===== src/rta_pkg.sv =====
// constants for the alarm match, alarm pin and interrupt request block
package rta_pkg;
    localparam int ADDR_W = 8;
    localparam int DATA_W = 32;
    localparam int PRESC_W = 15;
    // register byte offsets
    localparam logic [7:0] OFS_CAL_CTRL = 8'h00;
    localparam logic [7:0] OFS_ALARM_CTRL = 8'h04;
    localparam logic [7:0] OFS_ALARM_TIME = 8'h08;
    localparam logic [7:0] OFS_ALARM_DATE = 8'h0C;
    localparam logic [7:0] OFS_CAL_TIME = 8'h10;
    localparam logic [7:0] OFS_CAL_DATE = 8'h14;
    localparam logic [7:0] OFS_IRQ_FLAG = 8'h20;
    localparam logic [7:0] OFS_IRQ_ENABLE = 8'h24;
    localparam logic [7:0] OFS_IRQ_PRIORITY = 8'h28;
    // calendar_control_reg fields
    localparam int CC_ON = 15;
    localparam int CC_PIN_SEL = 7;
    localparam int CC_PIN_OE = 0;
    // alarm_control_reg fields
    localparam int AC_ENABLE = 15;
    localparam int AC_ENDLESS = 14;
    localparam int AC_INIT_LVL = 13;
    localparam int AC_SYNC_BUSY = 12;
    localparam int AC_MASK_HI = 11;
    localparam int AC_MASK_LO = 8;
    localparam int AC_RPT_HI = 7;
    localparam int AC_RPT_LO = 0;
    // interrupt flag, enable and priority fields
    localparam int IF_ALARM = 15;
    localparam int IE_ALARM = 15;
    localparam int IP_PRIO_HI = 28;
    localparam int IP_PRIO_LO = 26;
    localparam int IP_SUB_HI = 25;
    localparam int IP_SUB_LO = 24;
    // prescaler points
    localparam logic [14:0] PRESC_WRAP = 15'h0000;
    localparam logic [14:0] PRESC_HALF = 15'h4000;
    localparam logic [6:0] BUSY_WINDOW = 7'h7F;
    // interrupt identity of the alarm source
    localparam logic [5:0] ALARM_VECTOR = 6'h23;
    localparam logic [5:0] ALARM_IRQ_NUM = 6'h2F;
    localparam logic [2:0] PRIO_NONE = 3'h0;
    // match_mask interval codes
    localparam logic [3:0] MM_HALF_SEC = 4'h0;
    localparam logic [3:0] MM_SEC = 4'h1;
    localparam logic [3:0] MM_TEN_SEC = 4'h2;
    localparam logic [3:0] MM_MINUTE = 4'h3;
    localparam logic [3:0] MM_TEN_MIN = 4'h4;
    localparam logic [3:0] MM_HOUR = 4'h5;
    localparam logic [3:0] MM_DAY = 4'h6;
    localparam logic [3:0] MM_WEEK = 4'h7;
    localparam logic [3:0] MM_MONTH = 4'h8;
    localparam logic [3:0] MM_YEAR = 4'h9;
    // digits compared per interval, time word hh:mm:ss:xx, date word yy:mm:dd:wd
    localparam logic [31:0] TM_NONE = 32'h0000_0000;
    localparam logic [31:0] TM_TEN_SEC = 32'h0000_0F00;
    localparam logic [31:0] TM_MINUTE = 32'h0000_FF00;
    localparam logic [31:0] TM_TEN_MIN = 32'h000F_FF00;
    localparam logic [31:0] TM_HOUR = 32'h00FF_FF00;
    localparam logic [31:0] TM_DAY = 32'hFFFF_FF00;
    localparam logic [31:0] DM_NONE = 32'h0000_0000;
    localparam logic [31:0] DM_WEEK = 32'h0000_00FF;
    localparam logic [31:0] DM_MONTH = 32'h0000_FF00;
    localparam logic [31:0] DM_YEAR = 32'h00FF_FF00;
endpackage


===== src/rta_alarm_irq.sv =====
// alarm match, alarm pin output and alarm interrupt request logic
//
// Implementation choices: the placing of the registers and the plain strobed port.
`timescale 1ns/100ps
module rta_alarm_irq (
    input wire logic CLOCK,
    input wire logic SYS_RST,
    input wire logic [7:0] REG_ADDR,
    input wire logic [31:0] REG_WDATA,
    input wire logic REG_WR,
    input wire logic REG_RD,
    output logic [31:0] REG_RDATA,
    input wire logic [31:0] CAL_TIME,
    input wire logic [31:0] CAL_DATE,
    input wire logic [14:0] CAL_PRESCALER,
    input wire logic CAL_TICK,
    input wire logic [2:0] CPU_IPL,
    output logic CAL_ON,
    output logic ALARM_PIN,
    output logic ALARM_PIN_OE,
    output logic IRQ_FLAG,
    output logic IRQ_REQUEST,
    output logic IRQ_PREEMPT,
    output logic [2:0] IRQ_PRIORITY,
    output logic [1:0] IRQ_SUBPRIORITY,
    output logic [5:0] IRQ_VECTOR,
    output logic [5:0] IRQ_NUMBER
);

    typedef struct packed {
        logic cal_on;
        logic pin_sel;
        logic pin_oe;
        logic alm_en;
        logic endless;
        logic init_lvl;
        logic [3:0] mask;
        logic [7:0] rpt;
        logic [31:0] alm_time;
        logic [31:0] alm_date;
        logic flag;
        logic irq_en;
        logic [2:0] prio;
        logic [1:0] subprio;
        logic pend;
        logic pulse;
        logic sec_clk;
        logic pin;
        logic irq_req;
        logic irq_pre;
        logic [31:0] rdata;
    } rta_state_t;

    rta_state_t state_ff;
    rta_state_t nxt_state;

    logic [31:0] time_mask;
    logic [31:0] date_mask;
    logic boundary;
    logic digits_equal;
    logic alarm_event;
    logic sync_busy;
    logic irq_live;
    logic higher_group;
    logic pin_source;

    // digits compared and boundary used per interval code
    always_comb
    begin
        time_mask = rta_pkg::TM_NONE;
        date_mask = rta_pkg::DM_NONE;
        boundary = (CAL_PRESCALER == rta_pkg::PRESC_WRAP);
        digits_equal = 1'b1;
        case (state_ff.mask)
            rta_pkg::MM_HALF_SEC:
            begin
                boundary = (CAL_PRESCALER == rta_pkg::PRESC_WRAP)
                    || (CAL_PRESCALER == rta_pkg::PRESC_HALF);
            end
            rta_pkg::MM_SEC:
            begin
                time_mask = rta_pkg::TM_NONE;
            end
            rta_pkg::MM_TEN_SEC:
            begin
                time_mask = rta_pkg::TM_TEN_SEC;
            end
            rta_pkg::MM_MINUTE:
            begin
                time_mask = rta_pkg::TM_MINUTE;
            end
            rta_pkg::MM_TEN_MIN:
            begin
                time_mask = rta_pkg::TM_TEN_MIN;
            end
            rta_pkg::MM_HOUR:
            begin
                time_mask = rta_pkg::TM_HOUR;
            end
            rta_pkg::MM_DAY:
            begin
                time_mask = rta_pkg::TM_DAY;
            end
            rta_pkg::MM_WEEK:
            begin
                time_mask = rta_pkg::TM_DAY;
                date_mask = rta_pkg::DM_WEEK;
            end
            rta_pkg::MM_MONTH:
            begin
                time_mask = rta_pkg::TM_DAY;
                date_mask = rta_pkg::DM_MONTH;
            end
            rta_pkg::MM_YEAR:
            begin
                time_mask = rta_pkg::TM_DAY;
                date_mask = rta_pkg::DM_YEAR;
            end
            default:
            begin
                digits_equal = 1'b0;
            end
        endcase
        if (((CAL_TIME ^ state_ff.alm_time) & time_mask) != 32'h0000_0000)
        begin
            digits_equal = 1'b0;
        end
        if (((CAL_DATE ^ state_ff.alm_date) & date_mask) != 32'h0000_0000)
        begin
            digits_equal = 1'b0;
        end
    end

    // a held match becomes an event at the next calendar tick
    assign alarm_event = CAL_TICK && state_ff.pend && state_ff.alm_en;
    assign sync_busy = state_ff.cal_on && state_ff.alm_en
        && (state_ff.pend || (CAL_PRESCALER[14:8] == rta_pkg::BUSY_WINDOW));

    // request qualifiers toward the interrupt controller
    always_comb
    begin
        irq_live = 1'b0;
        higher_group = 1'b0;
        if (state_ff.flag && state_ff.irq_en)
        begin
            irq_live = (state_ff.prio != rta_pkg::PRIO_NONE);
        end
        if (state_ff.prio > CPU_IPL)
        begin
            higher_group = 1'b1;
        end
    end

    // pin source: seconds clock or alarm pulse
    always_comb
    begin
        if (state_ff.pin_sel)
        begin
            pin_source = state_ff.sec_clk;
        end
        else
        begin
            pin_source = state_ff.pulse;
        end
    end

    always_comb
    begin
        nxt_state = state_ff;
        nxt_state.rdata = 32'h0000_0000;
        // register reads, data valid in the following cycle
        if (REG_RD)
        begin
            case (REG_ADDR)
                rta_pkg::OFS_CAL_CTRL:
                begin
                    nxt_state.rdata[rta_pkg::CC_ON] = state_ff.cal_on;
                    nxt_state.rdata[rta_pkg::CC_PIN_SEL] = state_ff.pin_sel;
                    nxt_state.rdata[rta_pkg::CC_PIN_OE] = state_ff.pin_oe;
                end
                rta_pkg::OFS_ALARM_CTRL:
                begin
                    nxt_state.rdata[rta_pkg::AC_ENABLE] = state_ff.alm_en;
                    nxt_state.rdata[rta_pkg::AC_ENDLESS] = state_ff.endless;
                    nxt_state.rdata[rta_pkg::AC_INIT_LVL] = state_ff.init_lvl;
                    nxt_state.rdata[rta_pkg::AC_SYNC_BUSY] = sync_busy;
                    nxt_state.rdata[rta_pkg::AC_MASK_HI:rta_pkg::AC_MASK_LO] = state_ff.mask;
                    nxt_state.rdata[rta_pkg::AC_RPT_HI:rta_pkg::AC_RPT_LO] = state_ff.rpt;
                end
                rta_pkg::OFS_ALARM_TIME:
                begin
                    nxt_state.rdata = state_ff.alm_time;
                end
                rta_pkg::OFS_ALARM_DATE:
                begin
                    nxt_state.rdata = state_ff.alm_date;
                end
                rta_pkg::OFS_CAL_TIME:
                begin
                    nxt_state.rdata = CAL_TIME;
                end
                rta_pkg::OFS_CAL_DATE:
                begin
                    nxt_state.rdata = CAL_DATE;
                end
                rta_pkg::OFS_IRQ_FLAG:
                begin
                    nxt_state.rdata[rta_pkg::IF_ALARM] = state_ff.flag;
                end
                rta_pkg::OFS_IRQ_ENABLE:
                begin
                    nxt_state.rdata[rta_pkg::IE_ALARM] = state_ff.irq_en;
                end
                rta_pkg::OFS_IRQ_PRIORITY:
                begin
                    nxt_state.rdata[rta_pkg::IP_PRIO_HI:rta_pkg::IP_PRIO_LO] = state_ff.prio;
                    nxt_state.rdata[rta_pkg::IP_SUB_HI:rta_pkg::IP_SUB_LO] = state_ff.subprio;
                end
                default:
                begin
                    nxt_state.rdata = 32'h0000_0000;
                end
            endcase
        end
        // register writes
        if (REG_WR)
        begin
            case (REG_ADDR)
                rta_pkg::OFS_CAL_CTRL:
                begin
                    nxt_state.cal_on = REG_WDATA[rta_pkg::CC_ON];
                    nxt_state.pin_sel = REG_WDATA[rta_pkg::CC_PIN_SEL];
                    nxt_state.pin_oe = REG_WDATA[rta_pkg::CC_PIN_OE];
                end
                rta_pkg::OFS_ALARM_CTRL:
                begin
                    nxt_state.alm_en = REG_WDATA[rta_pkg::AC_ENABLE];
                    nxt_state.endless = REG_WDATA[rta_pkg::AC_ENDLESS];
                    nxt_state.init_lvl = REG_WDATA[rta_pkg::AC_INIT_LVL];
                    nxt_state.mask = REG_WDATA[rta_pkg::AC_MASK_HI:rta_pkg::AC_MASK_LO];
                    nxt_state.rpt = REG_WDATA[rta_pkg::AC_RPT_HI:rta_pkg::AC_RPT_LO];
                end
                rta_pkg::OFS_ALARM_TIME:
                begin
                    nxt_state.alm_time = REG_WDATA;
                end
                rta_pkg::OFS_ALARM_DATE:
                begin
                    nxt_state.alm_date = REG_WDATA;
                end
                rta_pkg::OFS_IRQ_FLAG:
                begin
                    nxt_state.flag = REG_WDATA[rta_pkg::IF_ALARM];
                end
                rta_pkg::OFS_IRQ_ENABLE:
                begin
                    nxt_state.irq_en = REG_WDATA[rta_pkg::IE_ALARM];
                end
                rta_pkg::OFS_IRQ_PRIORITY:
                begin
                    nxt_state.prio = REG_WDATA[rta_pkg::IP_PRIO_HI:rta_pkg::IP_PRIO_LO];
                    nxt_state.subprio = REG_WDATA[rta_pkg::IP_SUB_HI:rta_pkg::IP_SUB_LO];
                end
                default:
                begin
                    nxt_state.rdata = nxt_state.rdata;
                end
            endcase
        end
        // capture a match on a calendar tick; a write of the alarm may glitch it
        if (CAL_TICK)
        begin
            nxt_state.pend = state_ff.cal_on && state_ff.alm_en
                && boundary && digits_equal;
        end
        if (!state_ff.cal_on)
        begin
            nxt_state.pend = 1'b0;
        end
        // event: flag, repeat count and pulse; the set beats a software clear
        if (alarm_event)
        begin
            nxt_state.flag = 1'b1;
            nxt_state.pulse = !state_ff.pulse;
            nxt_state.rpt = state_ff.rpt - 8'h01;
            if ((state_ff.rpt == 8'h00) && !state_ff.endless)
            begin
                nxt_state.alm_en = 1'b0;
                nxt_state.rpt = 8'h00;
            end
        end
        // pulse held at the start level while off, and reloaded on the enabling write
        if (!state_ff.alm_en || !nxt_state.alm_en)
        begin
            nxt_state.pulse = nxt_state.init_lvl;
        end
        nxt_state.sec_clk = (CAL_PRESCALER < rta_pkg::PRESC_HALF);
        nxt_state.pin = pin_source;
        // request held while flag, enable and a nonzero priority all stand; one source, so no natural order contest
        nxt_state.irq_req = irq_live;
        // preemption needs a strictly higher group; subpriority never preempts
        nxt_state.irq_pre = irq_live && higher_group;
    end

    always_ff @(posedge CLOCK)
    begin
        if (SYS_RST)
        begin
            state_ff <= '0;
        end
        else
        begin
            state_ff <= nxt_state;
        end
    end

    assign REG_RDATA = state_ff.rdata;
    assign CAL_ON = state_ff.cal_on;
    assign ALARM_PIN = state_ff.pin;
    assign ALARM_PIN_OE = state_ff.pin_oe;
    assign IRQ_FLAG = state_ff.flag;
    assign IRQ_REQUEST = state_ff.irq_req;
    assign IRQ_PREEMPT = state_ff.irq_pre;
    assign IRQ_PRIORITY = state_ff.prio;
    assign IRQ_SUBPRIORITY = state_ff.subprio;
    assign IRQ_VECTOR = rta_pkg::ALARM_VECTOR;
    assign IRQ_NUMBER = rta_pkg::ALARM_IRQ_NUM;

endmodule


===== config.mk =====
export PLATFORM = sky130hd
export DESIGN_NAME = rta_alarm_irq
export DESIGN_NICKNAME = d
export VERILOG_FILES = /design/src/rta_pkg.sv /design/src/rta_alarm_irq.sv
export SDC_FILE = /design/constraint.sdc
export NUM_CORES = 1
export LEC_CHECK = 0
export ABC_AREA = 1
export ABC_CLOCK_PERIOD_IN_PS = 1500
export BUFFER_PORTS_ARGS = -buffer_cell sky130_fd_sc_hd__buf_2
export CAP_MARGIN = 0
export CORE_ASPECT_RATIO = 1.75
export CORE_MARGIN = 4
export CORE_UTILIZATION = 50
export CTS_BUF_LIST = sky130_fd_sc_hd__clkbuf_4
export CTS_CLUSTER_DIAMETER = 200
export CTS_CLUSTER_SIZE = 10
export DETAILED_ROUTE_END_ITERATION = 6
export PLACE_DENSITY_LB_ADDON = 0.1
export SLEW_MARGIN = 10
export SYNTH_ARGS = -nofsm -noshare
export SYNTH_HDL_FRONTEND = slang
export SYNTH_SLANG_ARGS = --single-unit

===== constraint.sdc =====
create_clock -name CLOCK -period 1.5 [get_ports CLOCK]
set_clock_uncertainty 0.2 [all_clocks]
set_input_delay 0.075 -clock CLOCK [delete_from_list [all_inputs] [get_ports CLOCK]]
set_output_delay 0.075 -clock CLOCK [all_outputs]
set_load 0.005 [all_outputs]

== Word level (Yosys, flattened, before mapping) ==
Index checks and enable logic that the tools add are counted.
Widths: inputs -> output; s select.

* Bits in registers: 127
* Latch bits: 0
* Bits in writable memories: 0
* Bits in read-only memories: 0
* Bits of input ports: 127
* Output and inout bits: 55
* Logic and storage cells: 119
* Memories: 0

* $add $sub $neg: 1
* Multipliers: 0
* Divide/modulo/power cells: 0
* $lt $le $gt $ge: 2
* Equal/unequal tests: 19
* Shift operators: 0
* Multiplexer cells: 31
* Bitwise logic cells: 6
* Reductions and logical operators: 39

{| class="wikitable"
|+ Operators with widths
! kind !! count
|-
| $pmux 32 s5 || 1
|-
| $mux 86 || 1
|-
| $pmux 24 s3 || 1
|-
| $and 32x32->32 || 2
|-
| $mux 32 || 2
|-
| $reduce_bool 32->1 || 2
|-
| $xor 32x32->32 || 2
|-
| $pmux 7 s5 || 1
|-
| $pmux 8 s4 || 1
|-
| $pmux 6 s5 || 1
|-
| $pmux 5 s5 || 1
|-
| $eq 8x6->1 const B || 3
|-
| $eq 4x3->1 const B || 4
|-
| $eq 8x4->1 const B || 2
|-
| $eq 8x5->1 const B || 2
|-
| $logic_not 8->1 || 2
|-
| $mux 8 || 2
|-
| $reduce_and 2->1 || 8
|-
| $eq 15x15->1 const B || 1
|-
| $logic_not 15->1 || 1
|-
| $lt 15x15->1 const B || 1
|-
| $mux 15 || 1
|-
| $mux 1 || 14
|-
| $pmux 1 s6 || 2
|-
| other kinds (20) || 40
|}

== Longest topological paths before layout ==
Gate-level depths: netlist of run 1.

* Depth after elaboration: 8
* Gate-level depth with buffers: 12
* Depth with buffers taken out: 12

== Least setup slack after synthesis of run 1 ==
No wires, ideal clock.

* Path kind: register to register
* Start point: register state_ff[109] in the netlist's numbering
* End point: register state_ff[111] in the netlist's numbering
* Setup time: 0.128 ns
* Arrival time: 1.256 ns
* Data required time: 1.172 ns
* Path slack: -0.084 ns
* Cell stages (with the launch flop): 10
* Path buffers: 0
* Clock period less this slack: 1.584 ns
* Path through: dfxtp_1 > inv_1 > ha_1 > nand2_1 > nor3_1 > nand2_1 > nand2_1 > inv_1 > o211ai_1 > a21oi_1

* Longest elaborated chain between the ends: 4
* Elaborated cells on any way between the ends: 5
* Classes of those cells: 1 x add/sub; 2 x mux; 2 x reduce/logical

{| class="wikitable"
|+ Ends and longest elaborated chain
! what !! line !! source
|-
| from (decl) || rta_alarm_irq.sv:54 || <nowiki>rta_state_t state_ff;</nowiki>
|-
| from (signal assigned) || rta_alarm_irq.sv:313 || <nowiki>state_ff <= nxt_state;</nowiki>
|-
| parallel branches: the longest is 2 deep, another holds $sub 8x1->8 || - ||
|-
| $mux 8 (*) || rta_alarm_irq.sv:286 || <nowiki>if ((state_ff.rpt == 8'h00) && !state_ff.endless)</nowiki>
|-
| $mux 8 (*) || rta_alarm_irq.sv:281 || <nowiki>if (alarm_event)</nowiki>
|}

Mark *: on every way between the ends.
A chain may end at the register's enable or synchronous reset.

== Worst setup path in the final report of run 1 ==
* Start point: register state_ff[104] in the netlist's numbering
* End point: register state_ff[37] in the netlist's numbering

* Longest elaborated chain between the ends: 6

{| class="wikitable"
|+ Ends and longest elaborated chain
! what !! line !! source
|-
| $xor 32x32->32 || rta_alarm_irq.sv:124 || <nowiki>if (((CAL_TIME ^ state_ff.alm_time) & time_mask) != 32'h0000_0000)</nowiki>
|-
| $and 32x32->32 || rta_alarm_irq.sv:124 ||
|-
| $reduce_bool 32->1 || rta_alarm_irq.sv:124 ||
|-
| $mux 1 || rta_alarm_irq.sv:124 ||
|-
| $mux 1 || rta_alarm_irq.sv:128 || <nowiki>if (((CAL_DATE ^ state_ff.alm_date) & date_mask) != 32'h0000_0000)</nowiki>
|-
| $logic_and 1x1->1 || rta_alarm_irq.sv:274 || <nowiki>&& boundary && digits_equal;</nowiki>
|}

No other way between the ends.

==> impl_metrics.toml, run 1 <==
[status]
status = "finished, violations left"
violations = "setup timing"

[floorplanning]
placementRows = 56
design.portCount = 182
start_util = 0.511
die_x_um = 96.4
core_area_um2 = 13400
die-area_um2 = 15700
die_h_um = 163

[synthesis]
async_flop_share = 0
synth_area_um2 = 6840
ys_types = 41
netlist_instances = 1032
synth_area_per_cell_um2 = 6.63
synth_edf_count = 0
synth-seq-area-share = 0.372
ys_ff_latch = 127
synth_ff_type = "dfxtp_1"
ys_warn_count = 0

[global_route]
grt_antenna_before_repair = 1
grt_max_degree = 57
grt-ovfl-total = 0
grt_pass1_wl_um = 38800
grt_use_total = 0.323
grt_pass1_vias = 8160

[cells_and_area]
drive_gt1_frac = 0.281
fill_cells = 1042
mostFrequentLayoutCells = "nand2_1, buf_2, dlygate4sd3_1"
nets = 1510
layout_commonest_cell = "nand2_1"
syn2layout_area_growth_pct = 48.3
final_area_um2 = 10100
postLayoutCoreUtil = 0.758

[clock_tree]
cts-root-buf = "clkbuf_4"
cts_buffers = 17
cts_tree = "built"
clkSinkCount = 127
insertion_delay_ns = 0.54
clk_pin_slew_ns = 0.13
h-tree-depth = 4
clockBufferDepth = 2

[placed_design]
place_area_um2 = 8270
place_congestion = 0.913
io_buffers = 169
hpwl_um = 17200

[critical_path]
worstSetupEndpointType = "flop"
crit_path_start_kind = "flop"
r2r_start = "state_ff[104]"
cp.required_ns = 1.79
r2r_slack_ns = -0.10
path_class = "reg2reg"
critPathArrivalTime_ns = 1.89
r2r_cells = 11
rr_endpoint = "state_ff[37]"
crit_fanout = 2

[route]
routed_wl_um = 25600
antenna_left = 0
drtIter0Drc = 560
num_vias = 8267
wl_per_cell_um = 16.3
drc = 0
viasPerCell = 5.27
dr.pass1.iters = 6

[sta]
fin_crit_sh = 1.07
setup_violations = 7
fmax_ghz = 0.624
fin_ws_ns = -0.102
slew_viol_final = 0
period_minus_slack_ns = 1.60
final_hold_viol_count = 0
grt_setup_unrepaired = "true"

[run]
cap_violations = 0

[pwr]
power_w = 0.00696
peakVddDrop_mv = 0.480
cellPowerDensity_nw_per_um2 = 686
p_leak_nw = 4.78

[hold_path]
hold-path-endpoint = "REG_RDATA[0]"
min_path_type = "in2reg"
min_from = "REG_ADDR[5]"
min_path_cells = 6
## kinds of logic after synthesis
| kind of cell | Yosys count | share of synthesized area |
|---|---|---|
| other | 2 | 0.00110 |
| AOI/OAI and AO/OA | 248 | 0.192 |
| xor gates and xnor gates | 22 | 0.0282 |
| buffers and inverters | 203 | 0.142 |
| and+or+nand+nor | 426 | 0.257 |
| DFF | 127 | 0.372 |
| adders and majority gates | 4 | 0.00732 |
## through the flow
step / setup TNS, ns / hold WS [ns] / std cells / worst slack [ns]
2_1_floorplan: -0.0332 / -0.0526 / 1042 / -0.0332
3_3_place_gp: -12.40 / 0.123 / 1397 / -0.263
3_5_place_dp: -16.07 / 0.123 / 1397 / -0.260
4_1_cts: -0.123 / 0.00764 / 1559 / -0.0472
5_1_grt: -0.877 / 0.00945 / 1567 / -0.175
6_report: -0.229 / 0.00522 / 1568 / -0.102
## worst max-delay path, stage by stage, from the launching register on
cell     delay, ns
dfxtp_2       0.34
inv_2         0.05
nand2_1       0.05
nand2_1       0.08
nand2_2       0.07
nor2_2        0.14
nand2_1       0.10
nand2_1       0.07
nand2_1       0.05
nor2_1        0.12
nand3_2       0.14
a21oi_2       0.16
## power by group
group / internal, W / switching, W
Combinational: 0.000457 / 0.000404
Sequential: 0.00338 / 0.00000427
Clock: 0.00136 / 0.00135
Total: 0.00520 / 0.00176
## layout make-up
| class | instances | area, µm² | area share |
|---|---|---|---|
| Tap cell | 174 | 218 | 0.0215 |
| Timing Repair Buffer | 404 | 3070 | 0.303 |
| Antenna cell | 2 | 5.00 | 0.000493 |
| Clock buffer | 20 | 150 | 0.0148 |
| Sequential cell | 127 | 2560 | 0.252 |
| Clock inverter | 12 | 168 | 0.0165 |
| Multi-Input combinational cell | 712 | 3530 | 0.348 |
| Inverter | 117 | 439 | 0.0433 |
## layer usage
layer	GRT usage	vias to the layer above	wire, µm
li1	-	3983	-
met1	0.325	3766	8580
met2	0.580	392	13700
met3	0.0476	126	1490
met4	0.234	0	1830
met5	0	-	0
## synth_stat cells, drive strengths merged, types with 11 or more instances
cell	n	area, µm²
buf	64	452
o21ai	126	634
nand3	33	170
a31oi	11	68.8
o22ai	11	68.8
dfxtp	127	2540
clkbuf	22	83.8
nor2	124	490
nand2	244	933
inv	117	439
a21oi	86	430
xor2	17	149
## worst max path at each step
stage                     cells past startpoint           from            end  slack (ns)
after floorplan                               9  state_ff[109]  state_ff[111]       -0.03
after global placement                       11    REG_ADDR[0]         CAL_ON       -0.26
after detailed placement                     11    REG_ADDR[0]         CAL_ON       -0.26
after CTS                                     9  state_ff[110]  state_ff[111]       -0.05
after global routing                         11  state_ff[104]   state_ff[37]       -0.17
final                                        11  state_ff[104]   state_ff[37]       -0.10
## registers in the layout, summed over array words and instances, names as in the netlist
register and cells:
ALARM_PIN 1, ALARM_PIN_OE 1, CAL_ON 1, IRQ_FLAG 1, IRQ_PREEMPT 1, IRQ_PRIORITY 3, IRQ_REQUEST 1, IRQ_SUBPRIORITY 2
REG_RDATA 32, state_ff 84
## timing repair
item,CTS,global route
setup buffers,1,8
endpoints found under the hold margin,127,2
hold buffers,129,1
gates cloned,0,0
pin swaps,15,26
resized for setup,41,40
setup endpoints to repair,10,17
(Power assumes the default switching activity.)
==> run 2, diff against run 1 <==
--- a/config.mk
+++ b/config.mk
@@ -10,13 +10,14 @@
 export BUFFER_PORTS_ARGS = -buffer_cell sky130_fd_sc_hd__buf_2
 export CAP_MARGIN = 0
 export CORE_ASPECT_RATIO = 1.75
-export CORE_MARGIN = 4
+export CORE_MARGIN = 2
 export CORE_UTILIZATION = 50
-export CTS_BUF_LIST = sky130_fd_sc_hd__clkbuf_4
+export CTS_BUF_LIST = sky130_fd_sc_hd__clkbuf_4 sky130_fd_sc_hd__clkbuf_8
 export CTS_CLUSTER_DIAMETER = 200
 export CTS_CLUSTER_SIZE = 10
 export DETAILED_ROUTE_END_ITERATION = 6
 export PLACE_DENSITY_LB_ADDON = 0.1
+export SKIP_LAST_GASP = 1
 export SLEW_MARGIN = 10
 export SYNTH_ARGS = -nofsm -noshare
 export SYNTH_HDL_FRONTEND = slang
==> impl_metrics.toml, run 2 (synthesized netlist as in run 1, its figures left out) <==
[status]
status = "finished, violations left"
violations = "setup timing"

[placed_design]
place_area_um2 = 8290
io_buffers = 169
place_congestion = 0.890
hpwl_um = 16800
place_inst = 1398

[pwr]
cellPowerDensity_nw_per_um2 = 791
p_leak_nw = 4.75
peakVddDrop_mv = 0.550
power_w = 0.00803

[cells_and_area]
fin_cells = 1543
largest_reg_flops = 84
syn2layout_area_growth_pct = 48.5
fill_cells = 1076
mostFrequentLayoutCells = "nand2_1, buf_2, dlygate4sd3_1"
final_area_um2 = 10200
nets = 1487
layout_commonest_cell = "nand2_1"
diodes = 0
top_register = "state_ff"
drive_gt1_frac = 0.294

[clock_tree]
cts-root-buf = "clkbuf_8"
insertion_delay_ns = 0.44
clkSinkCount = 127
clk_pin_slew_ns = 0.08
h-tree-depth = 4
cts_tree = "built"
clockBufferDepth = 2
cts_buffers = 17

[floorplanning]
design.portCount = 182
die_x_um = 92.4
core_area_um2 = 13400
die-area_um2 = 14700
placementRows = 56
start_util = 0.511
die_h_um = 159

[sta]
fmax_ghz = 0.638
final_hold_viol_count = 0
setup_violations = 6
period_minus_slack_ns = 1.57
fin_crit_sh = 1.05
fin_ws_ns = -0.0679
slew_viol_final = 0
grt_setup_unrepaired = "true"
finalSetupTns_ns = -0.158
hold_ws_ns = 0.0148

[critical_path]
crit_path_start_kind = "flop"
cp_slowest_cell = "dfxtp_2"
crit_fanout = 5
r2r_slack_ns = -0.07
path_class = "reg2reg"
critPathArrivalTime_ns = 1.70
slowest_delay_ns = 0.36
r2r_start = "state_ff[123]"
crit_chain = "nand3_2 > nor3_1 > nand2_2 > nand2_4 > inv_2 > o211ai_1 > a21oi_1"
rr_endpoint = "state_ff[111]"
worstSetupEndpointType = "flop"
cp.required_ns = 1.63
r2r_cells = 7

[hold_path]
min_path_cells = 5
min_path_type = "in2reg"
hold-path-endpoint = "state_ff[123]"
min_from = "REG_ADDR[2]"

[global_route]
grt_pass1_wl_um = 37500
grt_antenna_before_repair = 0
grt-ovfl-total = 0
grt_use_total = 0.325
grt_pass1_vias = 7944
grt_max_degree = 53

[route]
drc = 0
antenna_left = 0
viasPerCell = 5.17
num_vias = 7972
dr.pass1.iters = 5
routed_wl_um = 24300
wl_per_cell_um = 15.7
drtIter0Drc = 342

[run]
cap_violations = 0
-- run 2: cell type report --
| type | count | area [µm²] | share of cell area |
|---|---|---|---|
| Multi-Input combinational cell | 712 | 3560 | 0.351 |
| Sequential cell | 127 | 2560 | 0.252 |
| Clock buffer | 18 | 248 | 0.0244 |
| Timing Repair Buffer | 381 | 2870 | 0.282 |
| Tap cell | 174 | 218 | 0.0214 |
| Clock inverter | 14 | 262 | 0.0257 |
| Inverter | 117 | 439 | 0.0432 |
-- run 2: power breakdown --
group          leakage (nW)  switching (W)  internal (W)
combinational          3.47       0.000394      0.000434
sequential             1.03     0.00000424       0.00338
clock                 0.249        0.00146       0.00236
total                  4.75        0.00186       0.00617
-- run 2: worst max-delay path: cells and delay by family (launching register included) --
kind | cells | cell delay, ns
AND/OR/NAND/NOR | 4 | 0.68
AO/OA/AOI/OAI | 2 | 0.16
buffers and inverters | 1 | 0.05
flip-flops | 1 | 0.36
-- run 2: repair_timing --
action                                  CTS  global route
hold buffers                            112             0
buffers inserted                          1             0
pin swaps                                13            19
endpoints found under the setup margin    9            22
resized for setup                        28            69
hold endpoints to repair                126             0
-- run 2: per-stage QoR --
| stage | worst slack (ns) | utilization |
|---|---|---|
| detailed placement | -0.242 | 0.620 |
| global placement | -0.207 | 0.620 |
| global route | -0.170 | 0.759 |
| CTS | -0.0613 | 0.747 |
| finish | -0.0679 | 0.759 |
| floorplan | -0.0332 | - |
-- run 2: worst max-delay path by stage --
stage / start / slack [ns] / cells past startpoint / end
after global routing: state_ff[123] / -0.17 / 7 / state_ff[111]
after global placement: REG_ADDR[6] / -0.21 / 10 / IRQ_PRIORITY[2]
after detailed placement: REG_ADDR[0] / -0.24 / 11 / REG_RDATA[7]
after CTS: state_ff[51] / -0.06 / 11 / state_ff[37]
after floorplan: state_ff[109] / -0.03 / 9 / state_ff[111]
final: state_ff[123] / -0.07 / 7 / state_ff[111]
-- run 2: per-layer routing --
layer	track usage	vias up	wire length (µm)
met1	0.318	3620	8420
li1	-	3923	-
met4	0.194	0	1450
met5	0	-	0
met3	0.0512	97	1290
met2	0.617	332	13100
==> run 3, diff against run 2 <==
--- a/config.mk
+++ b/config.mk
@@ -17,6 +17,7 @@
 export CTS_CLUSTER_SIZE = 10
 export DETAILED_ROUTE_END_ITERATION = 6
 export PLACE_DENSITY_LB_ADDON = 0.1
+export RECOVER_POWER = 25
 export SKIP_LAST_GASP = 1
 export SLEW_MARGIN = 10
 export SYNTH_ARGS = -nofsm -noshare
==> impl_metrics.toml, run 3 (synthesized netlist as in run 1, its figures left out) <==
[critical_path]
path_class = "reg2reg"
worstSetupEndpointType = "flop"
r2r_slack_ns = -0.05
crit_fanout = 5
rr_endpoint = "state_ff[111]"
crit_path_start_kind = "flop"
critPathArrivalTime_ns = 1.68
r2r_start = "state_ff[123]"
crit_chain = "nand3_2 > nor3_1 > nand2_2 > nand2_4 > inv_2 > o211ai_1 > a21oi_1"
slowest_delay_ns = 0.37
crit_path_end = "state_ff[111]"
r2r_cells = 7
cp.required_ns = 1.63
crit_start = "state_ff[123]"
cp_slowest_cell = "dfxtp_2"

[clock_tree]
h-tree-depth = 4
clockBufferDepth = 2
clk_pin_slew_ns = 0.08
clkSinkCount = 127
cts-root-buf = "clkbuf_8"
cts_tree = "built"
insertion_delay_ns = 0.44
cts_buffers = 17

[cells_and_area]
mostFrequentLayoutCells = "nand2_1, buf_2, dlygate4sd3_1"
nets = 1487
largest_reg_flops = 84
final_area_um2 = 10100
fin_cells = 1543
drive_gt1_frac = 0.280
syn2layout_area_growth_pct = 48.1
top_register = "state_ff"
diodes = 0
layout_commonest_cell = "nand2_1"

[global_route]
grt_use_total = 0.325
grt_max_degree = 53
grt-ovfl-total = 0
grt_pass1_wl_um = 37500
grt_pass1_vias = 7944
grt_antenna_before_repair = 0

[sta]
fin_crit_sh = 1.03
period_minus_slack_ns = 1.55
fmax_ghz = 0.647
grt_setup_unrepaired = "true"
setup_violations = 2
final_hold_viol_count = 0
finalSetupTns_ns = -0.0783
fin_ws_ns = -0.0462
slew_viol_final = 0

[route]
viasPerCell = 5.21
antenna_left = 0
drtIter0Drc = 369
dr.pass1.iters = 5
num_vias = 8044
routed_wl_um = 24300
drc = 0
wl_per_cell_um = 15.8

[pwr]
cellPowerDensity_nw_per_um2 = 793
power_w = 0.00804
peakVddDrop_mv = 0.550
p_leak_nw = 4.66

[status]
violations = "setup timing"
status = "finished, violations left"

[floorplanning]
start_util = 0.511
core_area_um2 = 13400
die_x_um = 92.4
placementRows = 56
die_h_um = 159
design.portCount = 182
die-area_um2 = 14700

[hold_path]
min_path_type = "in2reg"

[placed_design]
place_inst = 1398
place_area_um2 = 8290
place_congestion = 0.890
hpwl_um = 16800
io_buffers = 169

[run]
cap_violations = 0
-- run 3: through the flow --
stage / hold slack, ns / utilization / setup slack, ns
2_1_floorplan: -0.0526 / - / -0.0332
3_3_place_gp: 0.121 / 0.620 / -0.207
3_5_place_dp: 0.128 / 0.620 / -0.242
4_1_cts: -0.0103 / 0.747 / -0.0613
5_1_grt: 0.0400 / 0.757 / -0.170
6_report: 0.0169 / 0.757 / -0.0462
-- run 3: area by class of cell --
| type | count | area (µm²) |
|---|---|---|
| Clock buffer | 18 | 248 |
| Clock inverter | 14 | 262 |
| Fill cell | 1090 | 3250 |
| Inverter | 117 | 439 |
| Multi-Input combinational cell | 712 | 3560 |
| Sequential cell | 127 | 2560 |
| Tap cell | 174 | 218 |
| Timing Repair Buffer | 381 | 2840 |
-- run 3: what timing repair did --
action	4_1_cts	5_1_grt
setup endpoints to repair	9	22
cloned	0	0
hold buffers	112	0
gates resized for setup	28	69
pin swaps	13	19
hold endpoints to repair	126	0
buffers inserted	1	0
-- run 3: how the worst min path moves through the flow --
stage                 startpoint       endpoint  slack [ns]  depth (start not counted)
6_report             REG_ADDR[2]  state_ff[123]        0.02                          5
5_1_grt              REG_ADDR[2]  state_ff[123]        0.04                          5
4_1_cts              REG_ADDR[2]  state_ff[123]       -0.01                          5
3_5_place_dp       REG_WDATA[31]   state_ff[76]        0.13                          3
3_3_place_gp       REG_WDATA[31]   state_ff[76]        0.12                          3
2_1_floorplan  CAL_PRESCALER[14]   state_ff[35]       -0.05                          1
-- run 3: per-layer routing --
metal	share of wire	vias up	track usage
li1	-	3925	-
met1	0.35	3660	0.318
met2	0.54	355	0.617
met3	0.055	104	0.0512
met4	0.064	0	0.194
met5	0	-	0
-- run 3: worst max-delay path: cells and delay by family (launching register included) --
family / cells / cell delay (ns)
buffers and inverters: 1 / 0.05
AO/OA/AOI/OAI: 2 / 0.16
AND/OR/NAND/NOR: 4 / 0.66
flip-flops: 1 / 0.37
-- run 3: report_power, final --
| group | switching, W | internal, W |
|---|---|---|
| logic | 0.000394 | 0.000434 |
| registers | 0.00000425 | 0.00337 |
| clock network | 0.00147 | 0.00236 |
| total | 0.00187 | 0.00617 |
